<file path="src/shared/tach_pkg.sv">
// Constants shared by the smart fan tach measurement block
package tach_pkg;
    // ==========================================================
    // Clock and timing
    localparam int CLK_HZ = 125_000_000;
    localparam int CLK_KHZ = CLK_HZ / 1000;
    localparam int EXT_MS = 50;
    localparam int SMART_ALL_MS = 4000;
    localparam int NORM_ALL_MS = 1000;
    localparam int NUM_FANS = 4;
    // Longest time, rounded down to whole cycles
    localparam int EXT_CYCLES = EXT_MS * CLK_KHZ;
    localparam int SMART_SLOT_CYCLES = (SMART_ALL_MS / NUM_FANS) * CLK_KHZ;
    localparam int NORM_SLOT_CYCLES = (NORM_ALL_MS / NUM_FANS) * CLK_KHZ;
    // Count tick: 125 MHz / 1250 = 100 kHz
    localparam int TICK_DIV = 1250;
    localparam logic [10:0] TICK_LAST = 11'(TICK_DIV - 1);
    // ==========================================================
    // Value register layout
    localparam int CNT_W = 14;
    localparam int VAL_W = 16;
    localparam int ACC_LSB = 0;
    localparam int CNT_LSB = 2;
    localparam logic [CNT_W-1:0] CNT_MAX = 14'h3FFF;
    localparam logic [CNT_W-1:0] NO_PERIOD = 14'h03FF;
    localparam logic [1:0] ACC_NORMAL = 2'h0;
    localparam logic [1:0] ACC_TWO = 2'h3;
    localparam logic [1:0] ACC_ONE = 2'h2;
    localparam logic [VAL_W-1:0] VAL_RESET = 16'h0000;
    // Edge select field
    localparam int EDGE_RISE_BIT = 0;
    localparam int EDGE_FALL_BIT = 1;
    localparam logic [1:0] LOCK_NONE = 2'h0;
    localparam logic [1:0] LOCK_RISE = 2'h1;
    localparam logic [1:0] LOCK_FALL = 2'h2;
endpackage

</file>
<file path="src/shared/tach_meas_if.sv">
// Carrier between the sequencer and the period engine
`timescale 1ns/1ps
`default_nettype none
interface tach_meas_if;
    logic start;
    logic smart;
    logic tick;
    logic tach;
    logic [1:0] edge_sel;
    logic busy;
    logic done;
    logic extend;
    logic [13:0] count;
    logic [1:0] acc;
    modport ctrl(output start, smart, tick, tach, edge_sel,
                 input busy, done, extend, count, acc);
    modport engine(input start, smart, tick, tach, edge_sel,
                   output busy, done, extend, count, acc);
endinterface
`default_nettype wire

</file>
<file path="src/core/tach_period_engine.sv">
// Period engine: one capture on one tach input
`timescale 1ns/1ps
`default_nettype none
module tach_period_engine
    import tach_pkg::*;
#(
    parameter int EXT_CYC = EXT_CYCLES,
    parameter int NORM_CYC = NORM_SLOT_CYCLES
) (
    // Clock and reset
    input wire logic clk,
    input wire logic rst_n,
    // Sequencer side
    tach_meas_if.engine m
);
    import tach_pkg::*;

    typedef enum logic [4:0] {
        S_IDLE = 5'b00001,
        S_FIRST = 5'b00010,
        S_PER1 = 5'b00100,
        S_PER2 = 5'b01000,
        S_DONE = 5'b10000
    } eng_state_t;

    function automatic logic [CNT_W-1:0] sat_inc(input logic [CNT_W-1:0] v);
        return (v == CNT_MAX) ? v : v + 14'h0001;
    endfunction

    function automatic logic [CNT_W-1:0] sat_dbl(input logic [CNT_W-1:0] v);
        return v[CNT_W-1] ? CNT_MAX : {v[CNT_W-2:0], 1'b0};
    endfunction

    eng_state_t state_reg;
    logic [31:0] win_reg;
    logic tach_prev_reg;
    logic [1:0] lock_reg;
    logic [CNT_W-1:0] cnt_reg;
    logic [CNT_W-1:0] mem_reg;
    logic [CNT_W-1:0] count_reg;
    logic [1:0] acc_reg;
    logic rise;
    logic fall;
    logic valid_edge;
    logic timeout;
    logic [31:0] ext_len_reg;

    assign rise = m.tach & ~tach_prev_reg;
    assign fall = ~m.tach & tach_prev_reg;
    assign timeout = (state_reg != S_IDLE) && (state_reg != S_DONE)
                     && (win_reg == 32'h0);

    // First edge of any enabled type; later only the locked type
    always_comb begin
        if (state_reg == S_FIRST) begin
            valid_edge = (rise & m.edge_sel[EDGE_RISE_BIT])
                       | (fall & m.edge_sel[EDGE_FALL_BIT]);
        end else if (lock_reg == LOCK_RISE) begin
            valid_edge = rise;
        end else begin
            valid_edge = fall & (lock_reg == LOCK_FALL);
        end
    end

    always_ff @(posedge clk or negedge rst_n) begin
        if (!rst_n) begin
            tach_prev_reg <= 1'b0;
        end else begin
            tach_prev_reg <= m.tach;
        end
    end

    // ==========================================================
    // Window: extension in smart mode, slot limit in normal mode
    always_ff @(posedge clk or negedge rst_n) begin
        if (!rst_n) begin
            win_reg <= 32'h0;
        end else if (m.start) begin
            win_reg <= m.smart ? 32'(EXT_CYC - 1) : 32'(NORM_CYC - 1);
        end else if (win_reg != 32'h0) begin
            win_reg <= win_reg - 32'h1;
        end
    end

    always_ff @(posedge clk or negedge rst_n) begin
        if (!rst_n) begin
            lock_reg <= LOCK_NONE;
        end else if (m.start) begin
            lock_reg <= LOCK_NONE;
        end else if (state_reg == S_FIRST && valid_edge) begin
            lock_reg <= rise ? LOCK_RISE : LOCK_FALL;
        end
    end

    // ==========================================================
    // Capture sequence
    always_ff @(posedge clk or negedge rst_n) begin
        if (!rst_n) begin
            state_reg <= S_IDLE;
            cnt_reg <= '0;
            mem_reg <= '0;
            count_reg <= '0;
            acc_reg <= ACC_NORMAL;
        end else begin
            case (state_reg)
                S_IDLE, S_DONE: begin
                    if (m.start) begin
                        state_reg <= S_FIRST;
                        cnt_reg <= '0;
                    end else begin
                        state_reg <= S_IDLE;
                    end
                end
                S_FIRST: begin
                    if (timeout) begin
                        count_reg <= m.smart ? NO_PERIOD : CNT_MAX;
                        acc_reg <= m.smart ? ACC_ONE : ACC_NORMAL;
                        state_reg <= S_DONE;
                    end else if (valid_edge) begin
                        state_reg <= S_PER1;
                    end
                end
                S_PER1: begin
                    if (m.tick) begin
                        cnt_reg <= sat_inc(cnt_reg);
                    end
                    if (timeout) begin
                        count_reg <= m.smart ? NO_PERIOD : CNT_MAX;
                        acc_reg <= m.smart ? ACC_ONE : ACC_NORMAL;
                        state_reg <= S_DONE;
                    end else if (valid_edge) begin
                        mem_reg <= cnt_reg;
                        state_reg <= S_PER2;
                    end
                end
                S_PER2: begin
                    if (m.tick) begin
                        cnt_reg <= sat_inc(cnt_reg);
                    end
                    if (valid_edge) begin
                        count_reg <= cnt_reg;
                        acc_reg <= m.smart ? ACC_TWO : ACC_NORMAL;
                        state_reg <= S_DONE;
                    end else if (timeout) begin
                        count_reg <= m.smart ? sat_dbl(mem_reg) : CNT_MAX;
                        acc_reg <= m.smart ? ACC_ONE : ACC_NORMAL;
                        state_reg <= S_DONE;
                    end
                end
                default: begin
                    state_reg <= S_IDLE;
                end
            endcase
        end
    end

    // Done pulses once, registered on the same edge that writes the result
    logic done_reg;
    always_ff @(posedge clk or negedge rst_n) begin
        if (!rst_n) begin
            done_reg <= 1'b0;
        end else begin
            done_reg <= (state_reg != S_DONE) && (state_reg != S_IDLE)
                        && (timeout || (state_reg == S_PER2 && valid_edge));
        end
    end

    assign m.busy = (state_reg != S_IDLE) && (state_reg != S_DONE);
    assign m.extend = m.smart && m.busy;
    assign m.done = done_reg;
    assign m.count = count_reg;
    assign m.acc = acc_reg;

    // ==========================================================
    // Checks
    always_ff @(posedge clk or negedge rst_n) begin
        if (!rst_n) begin
            ext_len_reg <= 32'h0;
        end else begin
            ext_len_reg <= m.extend ? ext_len_reg + 32'h1 : 32'h0;
        end
    end

    property p_ext_len;
        @(posedge clk) disable iff (!rst_n) ext_len_reg <= 32'(EXT_CYC);
    endproperty
    a_ext_len: assert property (p_ext_len)
        else $error("PWM extension longer than window");

    property p_none;
        @(posedge clk) disable iff (!rst_n)
        (timeout && m.smart && state_reg == S_FIRST) |=> m.done ##0
        (m.count == NO_PERIOD) ##0 (m.acc == ACC_ONE);
    endproperty
    a_none: assert property (p_none)
        else $error("No-period result wrong");

    property p_mem;
        @(posedge clk) disable iff (!rst_n)
        (state_reg == S_PER1 && valid_edge && !timeout) |=>
        (mem_reg == $past(cnt_reg)) ##0 (state_reg == S_PER2);
    endproperty
    a_mem: assert property (p_mem)
        else $error("Single period count not kept");

    property p_dbl;
        @(posedge clk) disable iff (!rst_n)
        (state_reg == S_PER2 && timeout && !valid_edge && m.smart) |=>
        (m.count == sat_dbl(mem_reg)) ##0 (m.acc == ACC_ONE) ##0 m.done;
    endproperty
    a_dbl: assert property (p_dbl)
        else $error("Doubled count wrong");

    property p_two;
        @(posedge clk) disable iff (!rst_n)
        (state_reg == S_PER2 && valid_edge && m.smart) |=>
        !m.extend ##0 m.done ##0 (m.acc == ACC_TWO);
    endproperty
    a_two: assert property (p_two)
        else $error("Two period capture did not end extension");

    property p_norm_acc;
        @(posedge clk) disable iff (!rst_n)
        (m.done && !m.smart) |-> (m.acc == ACC_NORMAL);
    endproperty
    a_norm_acc: assert property (p_norm_acc)
        else $error("Normal mode accuracy bits not zero");

    property p_lock;
        @(posedge clk) disable iff (!rst_n)
        (state_reg == S_FIRST && valid_edge && !timeout && rise) |=>
        (lock_reg == LOCK_RISE) throughout (state_reg == S_PER1) [*1];
    endproperty
    a_lock: assert property (p_lock)
        else $error("Edge type not locked to first edge");

    property p_sat;
        @(posedge clk) disable iff (!rst_n)
        (cnt_reg == CNT_MAX && state_reg == S_PER2 && !valid_edge
         && !timeout) |=> (cnt_reg == CNT_MAX);
    endproperty
    a_sat: assert property (p_sat)
        else $error("Period counter wrapped");
endmodule
`default_nettype wire

</file>
<file path="src/core/smart_fan_tach.sv">
// Smart fan tach measurement: sequencer, PWM stretch, value store
`timescale 1ns/1ps
`default_nettype none
module smart_fan_tach
    import tach_pkg::*;
#(
    parameter int EXT_CYC = tach_pkg::EXT_CYCLES,
    parameter int SMART_SLOT = tach_pkg::SMART_SLOT_CYCLES,
    parameter int NORM_SLOT = tach_pkg::NORM_SLOT_CYCLES
) (
    // Clock and reset
    input wire logic core_clk_in,
    input wire logic nrst_in,
    // Mode
    input wire logic smart_mode_in,
    input wire logic [1:0] tach_edge_in,
    // Fan signals
    input wire logic [3:0] tach_in,
    input wire logic [1:0] pwm_in,
    output logic [1:0] pwm_out,
    // Results
    input wire logic [4*tach_pkg::VAL_W-1:0] limit_in,
    output logic [4*tach_pkg::VAL_W-1:0] value_out,
    output logic [3:0] tach_err_out,
    output logic [3:0] value_upd_out
);
    import tach_pkg::*;

    tach_meas_if m ();

    logic [1:0] rst_sync_reg;
    logic rst_n;
    logic [10:0] div_reg;
    logic tick;
    logic [31:0] slot_reg;
    logic [1:0] ch_reg;
    logic start_reg;
    logic [VAL_W-1:0] value_reg [NUM_FANS];
    logic [3:0] err_reg;
    logic [3:0] upd_reg;
    logic [1:0] pwm_reg;
    logic [VAL_W-1:0] new_val;

    // ==========================================================
    // Reset release
    always_ff @(posedge core_clk_in or negedge nrst_in) begin
        if (!nrst_in) begin
            rst_sync_reg <= 2'b00;
        end else begin
            rst_sync_reg <= {rst_sync_reg[0], 1'b1};
        end
    end
    assign rst_n = rst_sync_reg[1];

    // ==========================================================
    // Count tick divider
    always_ff @(posedge core_clk_in or negedge rst_n) begin
        if (!rst_n) begin
            div_reg <= 11'h000;
        end else begin
            div_reg <= (div_reg == TICK_LAST) ? 11'h000 : div_reg + 11'h001;
        end
    end
    assign tick = (div_reg == TICK_LAST);

    // ==========================================================
    // Slot sequencer: one fan per slot, round robin
    always_ff @(posedge core_clk_in or negedge rst_n) begin
        if (!rst_n) begin
            slot_reg <= 32'h0;
            // First slot start wraps this to fan 0
            ch_reg <= 2'h3;
            start_reg <= 1'b0;
        end else begin
            start_reg <= 1'b0;
            if (slot_reg == 32'h0) begin
                // Four slots of 1 s in smart mode, 250 ms in normal mode
                slot_reg <= smart_mode_in ? 32'(SMART_SLOT - 1)
                                          : 32'(NORM_SLOT - 1);
                start_reg <= 1'b1;
                // Fan moves with the slot start, so a result that lands
                // on the last slot cycle is still stored for its own fan
                ch_reg <= ch_reg + 2'h1;
            end else begin
                slot_reg <= slot_reg - 32'h1;
            end
        end
    end

    assign m.start = start_reg;
    assign m.smart = smart_mode_in;
    assign m.tick = tick;
    assign m.tach = tach_in[ch_reg];
    assign m.edge_sel = smart_mode_in ? tach_edge_in : 2'b11;

    tach_period_engine #(
        .EXT_CYC(EXT_CYC),
        .NORM_CYC(NORM_SLOT - 2)
    ) u_engine (
        .clk(core_clk_in),
        .rst_n(rst_n),
        .m(m)
    );

    // ==========================================================
    // PWM: both forced active together for a smart mode capture
    always_ff @(posedge core_clk_in or negedge rst_n) begin
        if (!rst_n) begin
            pwm_reg <= 2'b00;
        end else begin
            pwm_reg <= m.extend ? 2'b11 : pwm_in;
        end
    end
    assign pwm_out = pwm_reg;

    // ==========================================================
    // Value store and limit compare
    assign new_val = {m.count, (m.smart ? m.acc : ACC_NORMAL)};

    always_ff @(posedge core_clk_in or negedge rst_n) begin
        if (!rst_n) begin
            for (int i = 0; i < NUM_FANS; i++) begin
                value_reg[i] <= VAL_RESET;
            end
        end else if (m.done) begin
            value_reg[ch_reg] <= new_val;
        end
    end

    always_ff @(posedge core_clk_in or negedge rst_n) begin
        if (!rst_n) begin
            err_reg <= 4'h0;
            upd_reg <= 4'h0;
        end else begin
            upd_reg <= 4'h0;
            if (m.done) begin
                upd_reg[ch_reg] <= 1'b1;
                // Period above limit means a slow fan
                err_reg[ch_reg] <= new_val[VAL_W-1:CNT_LSB] >
                    limit_in[ch_reg*VAL_W+CNT_LSB +: CNT_W];
            end
        end
    end

    always_comb begin
        for (int i = 0; i < NUM_FANS; i++) begin
            value_out[i*VAL_W +: VAL_W] = value_reg[i];
        end
    end
    assign tach_err_out = err_reg;
    assign value_upd_out = upd_reg;

    // ==========================================================
    // Checks
    property p_align;
        @(posedge core_clk_in) disable iff (!rst_n)
        $rose(m.extend) |=> (pwm_out == 2'b11) [*2];
    endproperty
    a_align: assert property (p_align)
        else $error("PWM outputs not aligned at capture start");

    property p_err;
        @(posedge core_clk_in) disable iff (!rst_n)
        m.done |=> (tach_err_out[$past(ch_reg)] ==
            ($past(m.count) > $past(limit_in[ch_reg*VAL_W+CNT_LSB +: CNT_W])));
    endproperty
    a_err: assert property (p_err)
        else $error("Tach error flag does not match limit");

    property p_store;
        @(posedge core_clk_in) disable iff (!rst_n)
        (m.done && !smart_mode_in) |=>
        (value_reg[$past(ch_reg)][1:0] == ACC_NORMAL);
    endproperty
    a_store: assert property (p_store)
        else $error("Stored normal value has nonzero low bits");

    property p_start_slot;
        @(posedge core_clk_in) disable iff (!rst_n)
        start_reg |=> m.busy;
    endproperty
    a_start_slot: assert property (p_start_slot)
        else $error("Capture did not start in its slot");
endmodule
`default_nettype wire

</file>
<file path="config.mk">
export PLATFORM = sky130hd
export DESIGN_NAME = smart_fan_tach
export DESIGN_NICKNAME = d
export VERILOG_FILES = /design/src/shared/tach_pkg.sv /design/src/shared/tach_meas_if.sv /design/src/core/tach_period_engine.sv /design/src/core/smart_fan_tach.sv
export SDC_FILE = /design/constraint.sdc
export NUM_CORES = 1
export LEC_CHECK = 0
export BUFFER_PORTS_ARGS = -buffer_cell sky130_fd_sc_hd__buf_2
export CORE_UTILIZATION = 28
export CTS_CLUSTER_SIZE = 24
export DETAILED_ROUTE_END_ITERATION = 8
export GPL_ROUTABILITY_DRIVEN = 0
export PLACE_DENSITY_LB_ADDON = 0.1
export SYNTH_ARGS = -nofsm -noshare
export SYNTH_HDL_FRONTEND = slang
export SYNTH_SLANG_ARGS = --single-unit
</file>
<file path="constraint.sdc">
create_clock -name core_clk_in -period 8.1 [get_ports core_clk_in]
set_clock_uncertainty 0.15 [all_clocks]
set_input_delay 0.81 -clock core_clk_in [delete_from_list [all_inputs] [get_ports core_clk_in]]
set_output_delay 0.81 -clock core_clk_in [all_outputs]
set_load 0.02 [all_outputs]
</file>
* Word level (Yosys, flattened, before mapping)
Cells that the tools add are included.
W data, S select, Z words.
** Word-level totals
- Flip-flop bits (word level) :: 207
- Latch bits :: 0
- RAM bits :: 0
- Bits in read-only memories :: 0
- Input bits :: 75
- Output and inout bits :: 74
- Word-level logic and storage cells :: 132
- Memories :: 0
** Operators by class
- $add $sub $neg :: 6
- Multipliers :: 0
- Divide/modulo/power cells :: 0
- Order comparisons :: 5
- Equal/unequal tests :: 18
- Shift operators :: 1
- Mux-type cells :: 48
- Bitwise operators :: 10
- Reduce and logical (&&, ||, !) cells :: 23
** Operators by type and width (count)
- $mux W14 :: 9
- $mux W32 :: 3
- $bwmux W64 :: 1
- $logic_not A32 Y1 :: 2
- $shiftx A64 B8 Y14 :: 1
- $sub A32 B1 Y32 const B :: 2
- $pmux W14 S2 :: 2
- $demux W16 S2 :: 1
- $reduce_bool A32 Y1 :: 1
- $mux W5 :: 6
- $mux W27 :: 1
- $mux W25 :: 1
- $mux W2 :: 11
- $pmux W5 S4 :: 1
- $mux W16 :: 1
- $add A14 B1 Y14 const B :: 1
- $eq A14 B14 Y1 const B :: 1
- $gt A14 B14 Y1 :: 1
- $add A11 B1 Y11 const B :: 1
- $eq A11 B11 Y1 const B :: 1
- $mux W11 :: 1
- $ne A3 B1 Y1 const B :: 3
- $reduce_and A3 Y1 :: 3
- $logic_and A1 B1 Y1 :: 8
- other kinds (31) :: 48

* Longest topological paths before layout
Gate-level depths: netlist (run 1).
- Depth in word-level cells :: 10
- Mapped depth :: 11
- Gate-level depth less buffers :: 9

* Cells and area by module
From an unflattened synthesis (run 1), not the netlist that was laid out.
** Second synthesis, totals
- Cells, all modules :: 902
- Area, all modules :: 10073.4 um2
** Modules (own cells, without submodules)
- smart_fan_tach :: instances 1, cells an instance 482, area an instance 5798.1 um2, seq. area each 3055.4 um2
- tach_period_engine :: instances 1, cells an instance 420, area an instance 4275.4 um2, seq. area each 2128.3 um2

* Worst setup path after synthesis (run 1)
No wires, ideal clock.
- Path kind :: register to register
- Start :: reg ch_reg[0]
- End :: reg err_reg[0] (netlist: tach_err_out[0])
- Library setup time :: 137 ps
- Arrival :: 2944 ps
- Data required time :: 7813 ps
- Path slack :: 4869 ps
- Stages on the path, launching flop included :: 12
- Path buffers :: 2
- Clock period less this slack :: 3231 ps
- Cells stage by stage :: dfstp_2 buf_2 buf_1 mux4_2 inv_1 ha_1 a21o_1 a21o_1 a21oi_1 nand2_1 o21ai_0 o21ai_0
** On the way
- Word-level cells in the longest chain between the ends :: 5
- Elaborated cells on any way between the ends :: 9
- Those cells by class :: add/sub: 1; order compare: 3; shift: 1; mux: 3; reduce/logical: 1
** Ends and longest elaborated chain
- start, declared :: line smart_fan_tach.sv:36 : logic [1:0] ch_reg;
- start signal, assigned :: line smart_fan_tach.sv:83 : ch_reg <= ch_reg + 2'h1;
- branches (longest 4 deep; another with $gt A14 B14 Y1)
- $bwmux W4 (*) :: line smart_fan_tach.sv:139 : err_reg[ch_reg] <= new_val[VAL_W-1:CNT_LSB] >
- end signal, assigned by index :: line smart_fan_tach.sv:139
- end, declared :: line smart_fan_tach.sv:39 : logic [3:0] err_reg;
Mark *: on every way between the ends.
A chain may end at the register's enable or synchronous reset.

* Worst setup path after layout (run 1)
- Start :: reg ch_reg[0]
- End :: reg u_engine.mem_reg[10]
** On the way
- Word-level cells in the longest chain between the ends :: 8
- Elaborated cells on any way between the ends :: 12
- Those cells by class :: mux: 4; bitwise: 7; reduce/logical: 1
** Ends and longest elaborated chain
- $bmux W1 S2 (*) :: line smart_fan_tach.sv:93 : assign m.tach = tach_in[ch_reg];
- $mux W1 (implied by the code) (*) :: line smart_fan_tach.sv:93
- net m.tach :: line tach_meas_if.sv:8 : logic tach;
- $not A1 Y1 :: line tach_period_engine.sv:49 : assign fall = ~m.tach & tach_prev_reg;
- $and A1 B1 Y1 :: line tach_period_engine.sv:49
- $and A1 B1 Y1, on equally long branches :: line tach_period_engine.sv:61, tach_period_engine.sv:57
- $mux W1 or $or A1 B1 Y1 (tied branches) :: line tach_period_engine.sv:58, tach_period_engine.sv:57
- $mux W1 (*) :: line tach_period_engine.sv:55 : if (state_reg == S_FIRST) begin
- $reduce_and A3 Y1 (no line) (*)
- end signal, assigned :: line tach_period_engine.sv:132 : mem_reg <= cnt_reg;
- end, declared :: line tach_period_engine.sv:39 : logic [CNT_W-1:0] mem_reg;
Mark *: on every way through the listed nets, which the timed path passes. The rest lies on a longest branch. The select of a mux whose other input is x is not followed.

==> results of run 1 <==
per-layer routing:
| layer | track usage, % | vias to the layer above | part of all wire, % |
|---|---|---|---|
| met5 | 0 | - | 0 |
| met4 | 3.15 | 0 | 1.8 |
| met3 | 2.05 | 28 | 3.6 |
| met2 | 22.5 | 118 | 44 |
| met1 | 20.7 | 3520 | 50 |
| li1 | - | 3566 | - |
synthesized netlist by cell type, drive strengths merged, types with 12 or more instances:
cell	number
xnor2	49
nor4	23
a2bb2oi	12
xor2	19
ha	24
o21ai	51
clkbuf	26
mux4	15
dfrtp	204
a21o	15
nand2b	18
nor2	66
inv	34
o31ai	16
mux2	54
nand3	27
nand2	79
nor3	33
a21oi	36
or3	13
worst reg2reg max path, cell delays in order (launching register included):
cell	delay [ps]
dfstp_2	960
mux4_2	710
nor2b_1	220
o21ai_2	70
buf_4	200
nand2_2	370
nand3_2	520
mux2_2	450
final cells by class:
class | count | area (µm²)
clock buffer | 41 | 767
clock inverter | 4 | 58.8
tap | 461 | 577
inverter | 34 | 128
fill | 3664 | 23400
sequential | 207 | 5190
timing repair buffer | 151 | 798
multi-input combinational | 640 | 4640
cells by family after synthesis:
family / after synthesis
buf+inv: 71
mux: 74
other cells: 1
fa+ha+maj: 24
simple gates: 314
flops: 207
compound gates: 159
xor+xnor: 68
power groups by stage:
stage / Clock [mW] / Combinational (mW) / Sequential [mW]
2_1_floorplan: 0 / 0.0413 / 1.09
3_3_place_gp: 0 / 0.0857 / 1.09
3_5_place_dp: 0 / 0.0863 / 1.09
4_1_cts: 1.16 / 0.0870 / 1.07
5_1_grt: 1.20 / 0.0964 / 1.07
6_report: 1.11 / 0.0839 / 1.07
timing repair:
item	4_1_cts	5_1_grt
hold buffers	1	0
endpoints found under the hold margin	2	0
gates resized for setup	0	0
cell usage in the layout, fill, tap and decap left out, types with 16 or more instances in the layout:
cell and n:
xnor2_1 49, dfrtp_1 203, inv_1 34, nor4_1 21, nand2b_1 16, xor2_1 19, o21ai_0 49, ha_1 24
a21oi_1 36, nand3_1 26, clkbuf_16 26, nand2_1 78, nor2_1 66, mux2_2 54, nor3_1 31, buf_2 140
final timing paths:
check,to,slack [ps],cells after the start
setup / recovery,u_engine.mem_reg[10],4330,7
hold / removal,slot_reg[20],180,0
setup reg to reg,u_engine.mem_reg[10],4330,7
hold reg to reg,slot_reg[20],180,0
max in group asynchronous,value_out[9],6310,1
min in group core_clk_in,rst_sync_reg[1],200,0
per-stage QoR:
step / std cells / area [µm²] / hold WS, ps / power [mW]
after floorplan: 918 / 10100 / 181 / 1.14
after global placement: 1492 / 11300 / 184 / 1.17
after detailed placement: 1492 / 11300 / 189 / 1.17
after CTS: 1538 / 12200 / 201 / 2.32
after global routing: 1538 / 12200 / 226 / 2.37
final: 1538 / 12200 / 181 / 2.27
==> flow_metrics.env, run 1 <==
export IMPL_status="completed"
export IMPL_r2r_start="ch_reg[0]"
export IMPL_ir_drop_mv=0.172
export IMPL_synth_area_um2=10100
export IMPL_grt_pass1_wl_mm=41.9
export IMPL_synthArstFlopShare_pct=100
export IMPL_clock_path_buffers=3
export IMPL_via_per_inst=4.70
export IMPL_rsz0062_at_grt="false"
export IMPL_power_density_nw_per_um2=187
export IMPL_htreeDepth=1
export IMPL_yosysTopAreaCell="dfrtp_1"
export IMPL_power_frac_comb_pct=3.7
export IMPL_drv_cap=0
export IMPL_fp_dieW_um=192
export IMPL_initialDrtViolationCount=296
export IMPL_postLayoutSetupSlackWorst_ps=4330
export IMPL_clkLatencyLatePin_ps=530
export IMPL_drtAntennaViolNets=0
export IMPL_initial_utilization_pct=28.5
export IMPL_synth_mux_area_share_pct=9.84
export IMPL_fp_dieH_um=192
export IMPL_synthTopCellsByArea="dfrtp_1 (50%), mux2_2 (6.0%), xnor2_1 (4.2%)"
export IMPL_yosys_cell_types_count=65
export IMPL_hold_class="reg2async"
export IMPL_hpwlAfterDp_mm=17.8
export IMPL_nNetsFinal=1159
export IMPL_synth_warnings=0
export IMPL_synthAdderAreaFrac_pct=2.97
export IMPL_top_level_ports=149
export IMPL_syn_nets=1017
export IMPL_largest_reg_flops=64
export IMPL_cp_start_kind="register"
export IMPL_post_place_ws_ps=4260
export IMPL_clk_pin_slew_ps=60
export IMPL_cts_sinks=207
export IMPL_cp_max_fo=19
export IMPL_crit_type="reg2reg"
export IMPL_critPathTopFamily="multiplexers"
export IMPL_cts_buffers_inserted=26
export IMPL_endpoint_kind="register"
export IMPL_tightest_slew_ps=912
export IMPL_p_switching_uw=503
export IMPL_crit_chain="mux4_2, nor2b_1, o21ai_2, buf_4, nand2_2, nand3_2, mux2_2"
export IMPL_power_leakage_nw=5.70
export IMPL_first_pass_iters=4
export IMPL_synth_simple_gate_area_share_pct=16.4
export IMPL_post_route_min_period_ps=3770
export IMPL_synth_xor_area_share_pct=5.88
export IMPL_arrival_ps=4020
export IMPL_synth_compound_area_share_pct=10.7
export IMPL_gr_usage_all_layers_pct=14.3
export IMPL_drv_slew=0
export IMPL_drive_above_1_share_pct=26.5
export IMPL_n_antenna_cell=0
export IMPL_synth_top_family_by_area="simple AND/OR/NAND/NOR gates"
export IMPL_tns_ps=0
export IMPL_finalHoldViolCount=0
export IMPL_core_area_um2=35600
export IMPL_drc=0
export IMPL_dieArea_um2=36900
export IMPL_wire_per_inst_um=16.8
export IMPL_clockRootBuffer="clkbuf_16"
export IMPL_area_growth_pct=20.0
export IMPL_ys_seq_area_share_pct=51.2
export IMPL_crit_path_start="ch_reg[0]"
export IMPL_required_ps=8350
export IMPL_grt_max_degree=165
export IMPL_setup_violations=0
export IMPL_synth_area_per_cell_um2=11.0
export IMPL_slowest_stage="dfstp_2"
export IMPL_fin_crit_sh_pct=46.5
export IMPL_clkPwrFrac_pct=49.1
export IMPL_switching_share_pct=22.2
export IMPL_synth_top_area_share_pct=50.4
export IMPL_max_freq_mhz=265
export IMPL_synthFlopType="dfrtp_1"
export IMPL_slew_limit_headroom_pct=39.2
export IMPL_synth_edf_count=0
export IMPL_path_buf_inv=1
export IMPL_drt_wl_total_mm=25.8
export IMPL_cts_tree="done"
export IMPL_fin_util_pct=34.2
export IMPL_rows=69
export IMPL_seqPwrFrac_pct=47.2
export IMPL_synth_seq_cells=207
export IMPL_p_int_mw=1.76
export IMPL_cts_setup_buffers=0
export IMPL_grt_ovfl_total=0
export IMPL_port_buffers=140
export IMPL_synth_cells=918
export IMPL_antenna_found_initial=0
export IMPL_slowest_delay_ps=960
export IMPL_num_vias=7232
export IMPL_grt_pass1_vias=7344
No activity file was read; power rests on OpenSTA's default activity.
==> inputs of run 2 (changes only) <==
==> constraint.sdc (replaced) <==
create_clock -name core_clk_in -period 3.2 [get_ports core_clk_in]
set_clock_uncertainty 0.15 [all_clocks]
set_input_delay 0.32 -clock core_clk_in [delete_from_list [all_inputs] [get_ports core_clk_in]]
set_output_delay 0.32 -clock core_clk_in [all_outputs]
set_load 0.02 [all_outputs]
==> flow_metrics.env, run 2 (synthesized netlist as in run 1, its figures left out) <==
export IMPL_grt_ovfl_total=0
export IMPL_fin_util_pct=35.0
export IMPL_tns_ps=0
export IMPL_seqPwrFrac_pct=46.4
export IMPL_p_switching_mw=1.30
export IMPL_place_area_um2=11500
export IMPL_switching_share_pct=22.3
export IMPL_post_place_ws_ps=75.2
export IMPL_rsz0062_at_grt="false"
export IMPL_setup_violations=0
export IMPL_finish_instance_area_um2=12400
export IMPL_status="completed"
export IMPL_rows=69
export IMPL_grt_max_degree=76
export IMPL_drc=0
export IMPL_grt_pass1_wl_mm=42.8
export IMPL_clock_path_buffers=3
export IMPL_initialDrtViolationCount=327
export IMPL_slew_limit_headroom_pct=39.4
export IMPL_cts_sinks=207
export IMPL_htreeDepth=1
export IMPL_antenna_found_initial=0
export IMPL_dieArea_um2=36900
export IMPL_area_growth_pct=22.9
export IMPL_postLayoutSetupSlackWorst_ps=237
export IMPL_gr_usage_all_layers_pct=14.7
export IMPL_arrival_ps=3220
export IMPL_hold_slack_ps=83.5
export IMPL_drtAntennaViolNets=0
export IMPL_required_ps=3450
export IMPL_power_frac_comb_pct=4.1
export IMPL_clk_pin_slew_ps=60
export IMPL_cp_start_kind="register"
export IMPL_crit_type="reg2reg"
export IMPL_post_route_min_period_ps=2960
export IMPL_fillers=3664
export IMPL_clkLatencyLatePin_ps=530
export IMPL_drv_cap=0
export IMPL_final_cell_mix="dfrtp_1 (203), buf_2 (140), nand2_1 (78)"
export IMPL_finalHoldViolCount=0
export IMPL_fp_dieW_um=192
export IMPL_n_antenna_cell=0
export IMPL_clockRootBuffer="clkbuf_16"
export IMPL_initial_utilization_pct=28.5
export IMPL_endpoint_kind="register"
export IMPL_nNetsFinal=1189
export IMPL_power_density_nw_per_um2=467
export IMPL_hold_class="in2reg"
export IMPL_port_buffers=140
export IMPL_via_per_inst=4.74
export IMPL_fp_dieH_um=192
export IMPL_core_area_um2=35600
export IMPL_first_pass_iters=4
export IMPL_power_leakage_nw=5.88
export IMPL_drv_slew=0
export IMPL_wire_per_inst_um=17.0
export IMPL_drt_wl_total_mm=26.7
export IMPL_drive_above_1_share_pct=28.3
export IMPL_hpwlAfterDp_mm=18.9
export IMPL_cp_max_fo=16
export IMPL_cts_tree="done"
export IMPL_largest_reg_flops=64
export IMPL_final_common_cell="dfrtp_1"
export IMPL_clkPwrFrac_pct=49.5
export IMPL_fin_crit_sh_pct=92.6
export IMPL_cts_buffers_inserted=26
export IMPL_num_vias=7436
export IMPL_grt_pass1_vias=7542
export IMPL_max_freq_mhz=338
export IMPL_p_int_mw=4.51
export IMPL_tightest_slew_ps=908
export IMPL_ir_drop_mv=0.345
export IMPL_top_level_ports=149
-- run 2: changes by cell type in the layout (fill, tap and decap cells not counted), sizes merged --
| cell | change |
|---|---|
| clkinv | +2 |
| clkbuf | -1 |
| dlygate4sd3 | +4 |
| clkinvlp | -1 |
| buf | +26 |
-- run 2: final timing paths --
path | slack [ps] | end | cells after the start | from
setup reg to reg | 240 | u_engine.mem_reg[9] | 7 | ch_reg[0]
hold reg to reg | 200 | rst_sync_reg[1] | 0 | rst_sync_reg[0]
min in group asynchronous | 230 | value_out[33] | 1 | rst_sync_reg[1]
max in group asynchronous | 2180 | value_out[48] | 1 | rst_sync_reg[1]
setup / recovery | 240 | u_engine.mem_reg[9] | 7 | ch_reg[0]
hold / removal | 80 | u_engine.tach_prev_reg | 2 | tach_in[0]
-- run 2: what timing repair did --
action	4_1_cts	5_1_grt
hold endpoints to repair	6	0
hold buffers	5	0
setup buffers	0	0
resized for setup	0	1
setup endpoints to repair	0	14
-- run 2: area by class of cell --
type / instances / area (µm²) / share of cell area, %
clock buffers: 40 / 785 / 6.31
clock inverters: 5 / 50.0 / 0.402
inverters: 34 / 128 / 1.03
multi-input cells: 640 / 4640 / 37.3
flip-flops and latches: 207 / 5190 / 41.7
well taps: 461 / 577 / 4.64
repair buffers: 181 / 1070 / 8.61
-- run 2: worst max-delay path, cell delays in order, from the launching register on --
cell and delay [ps]:
dfstp_2 600, buf_12 180, mux4_2 590, nor2b_1 200, o21ai_2 130, nand2_2 330, nand3_4 300, mux2_2 350
-- run 2: routing by layer --
| layer | wire, µm | vias to the layer above | share of wire, % | track usage (%) |
|---|---|---|---|---|
| met4 | 521 | 0 | 2.0 | 3.48 |
| met3 | 1050 | 37 | 3.9 | 2.10 |
| met5 | 0 | - | 0 | 0 |
| met1 | 12600 | 3659 | 47 | 20.0 |
| met2 | 12500 | 122 | 47 | 24.6 |
| li1 | - | 3618 | - | - |
-- run 2: power groups by stage --
stage                     combinational (mW)  sequential, mW  clock, mW
after floorplan                        0.105            2.77          0
after global placement                 0.242            2.74          0
after detailed placement               0.243            2.74          0
after CTS                              0.249            2.70       3.00
after global routing                   0.271            2.70       3.08
final                                  0.238            2.70       2.88
-- run 2: metrics by stage --
stage                     instances  power, mW
after floorplan                 918       2.88
after global placement         1518       2.99
after detailed placement       1518       2.99
after CTS                      1568       5.94
after global routing           1568       6.06
final                          1568       5.81
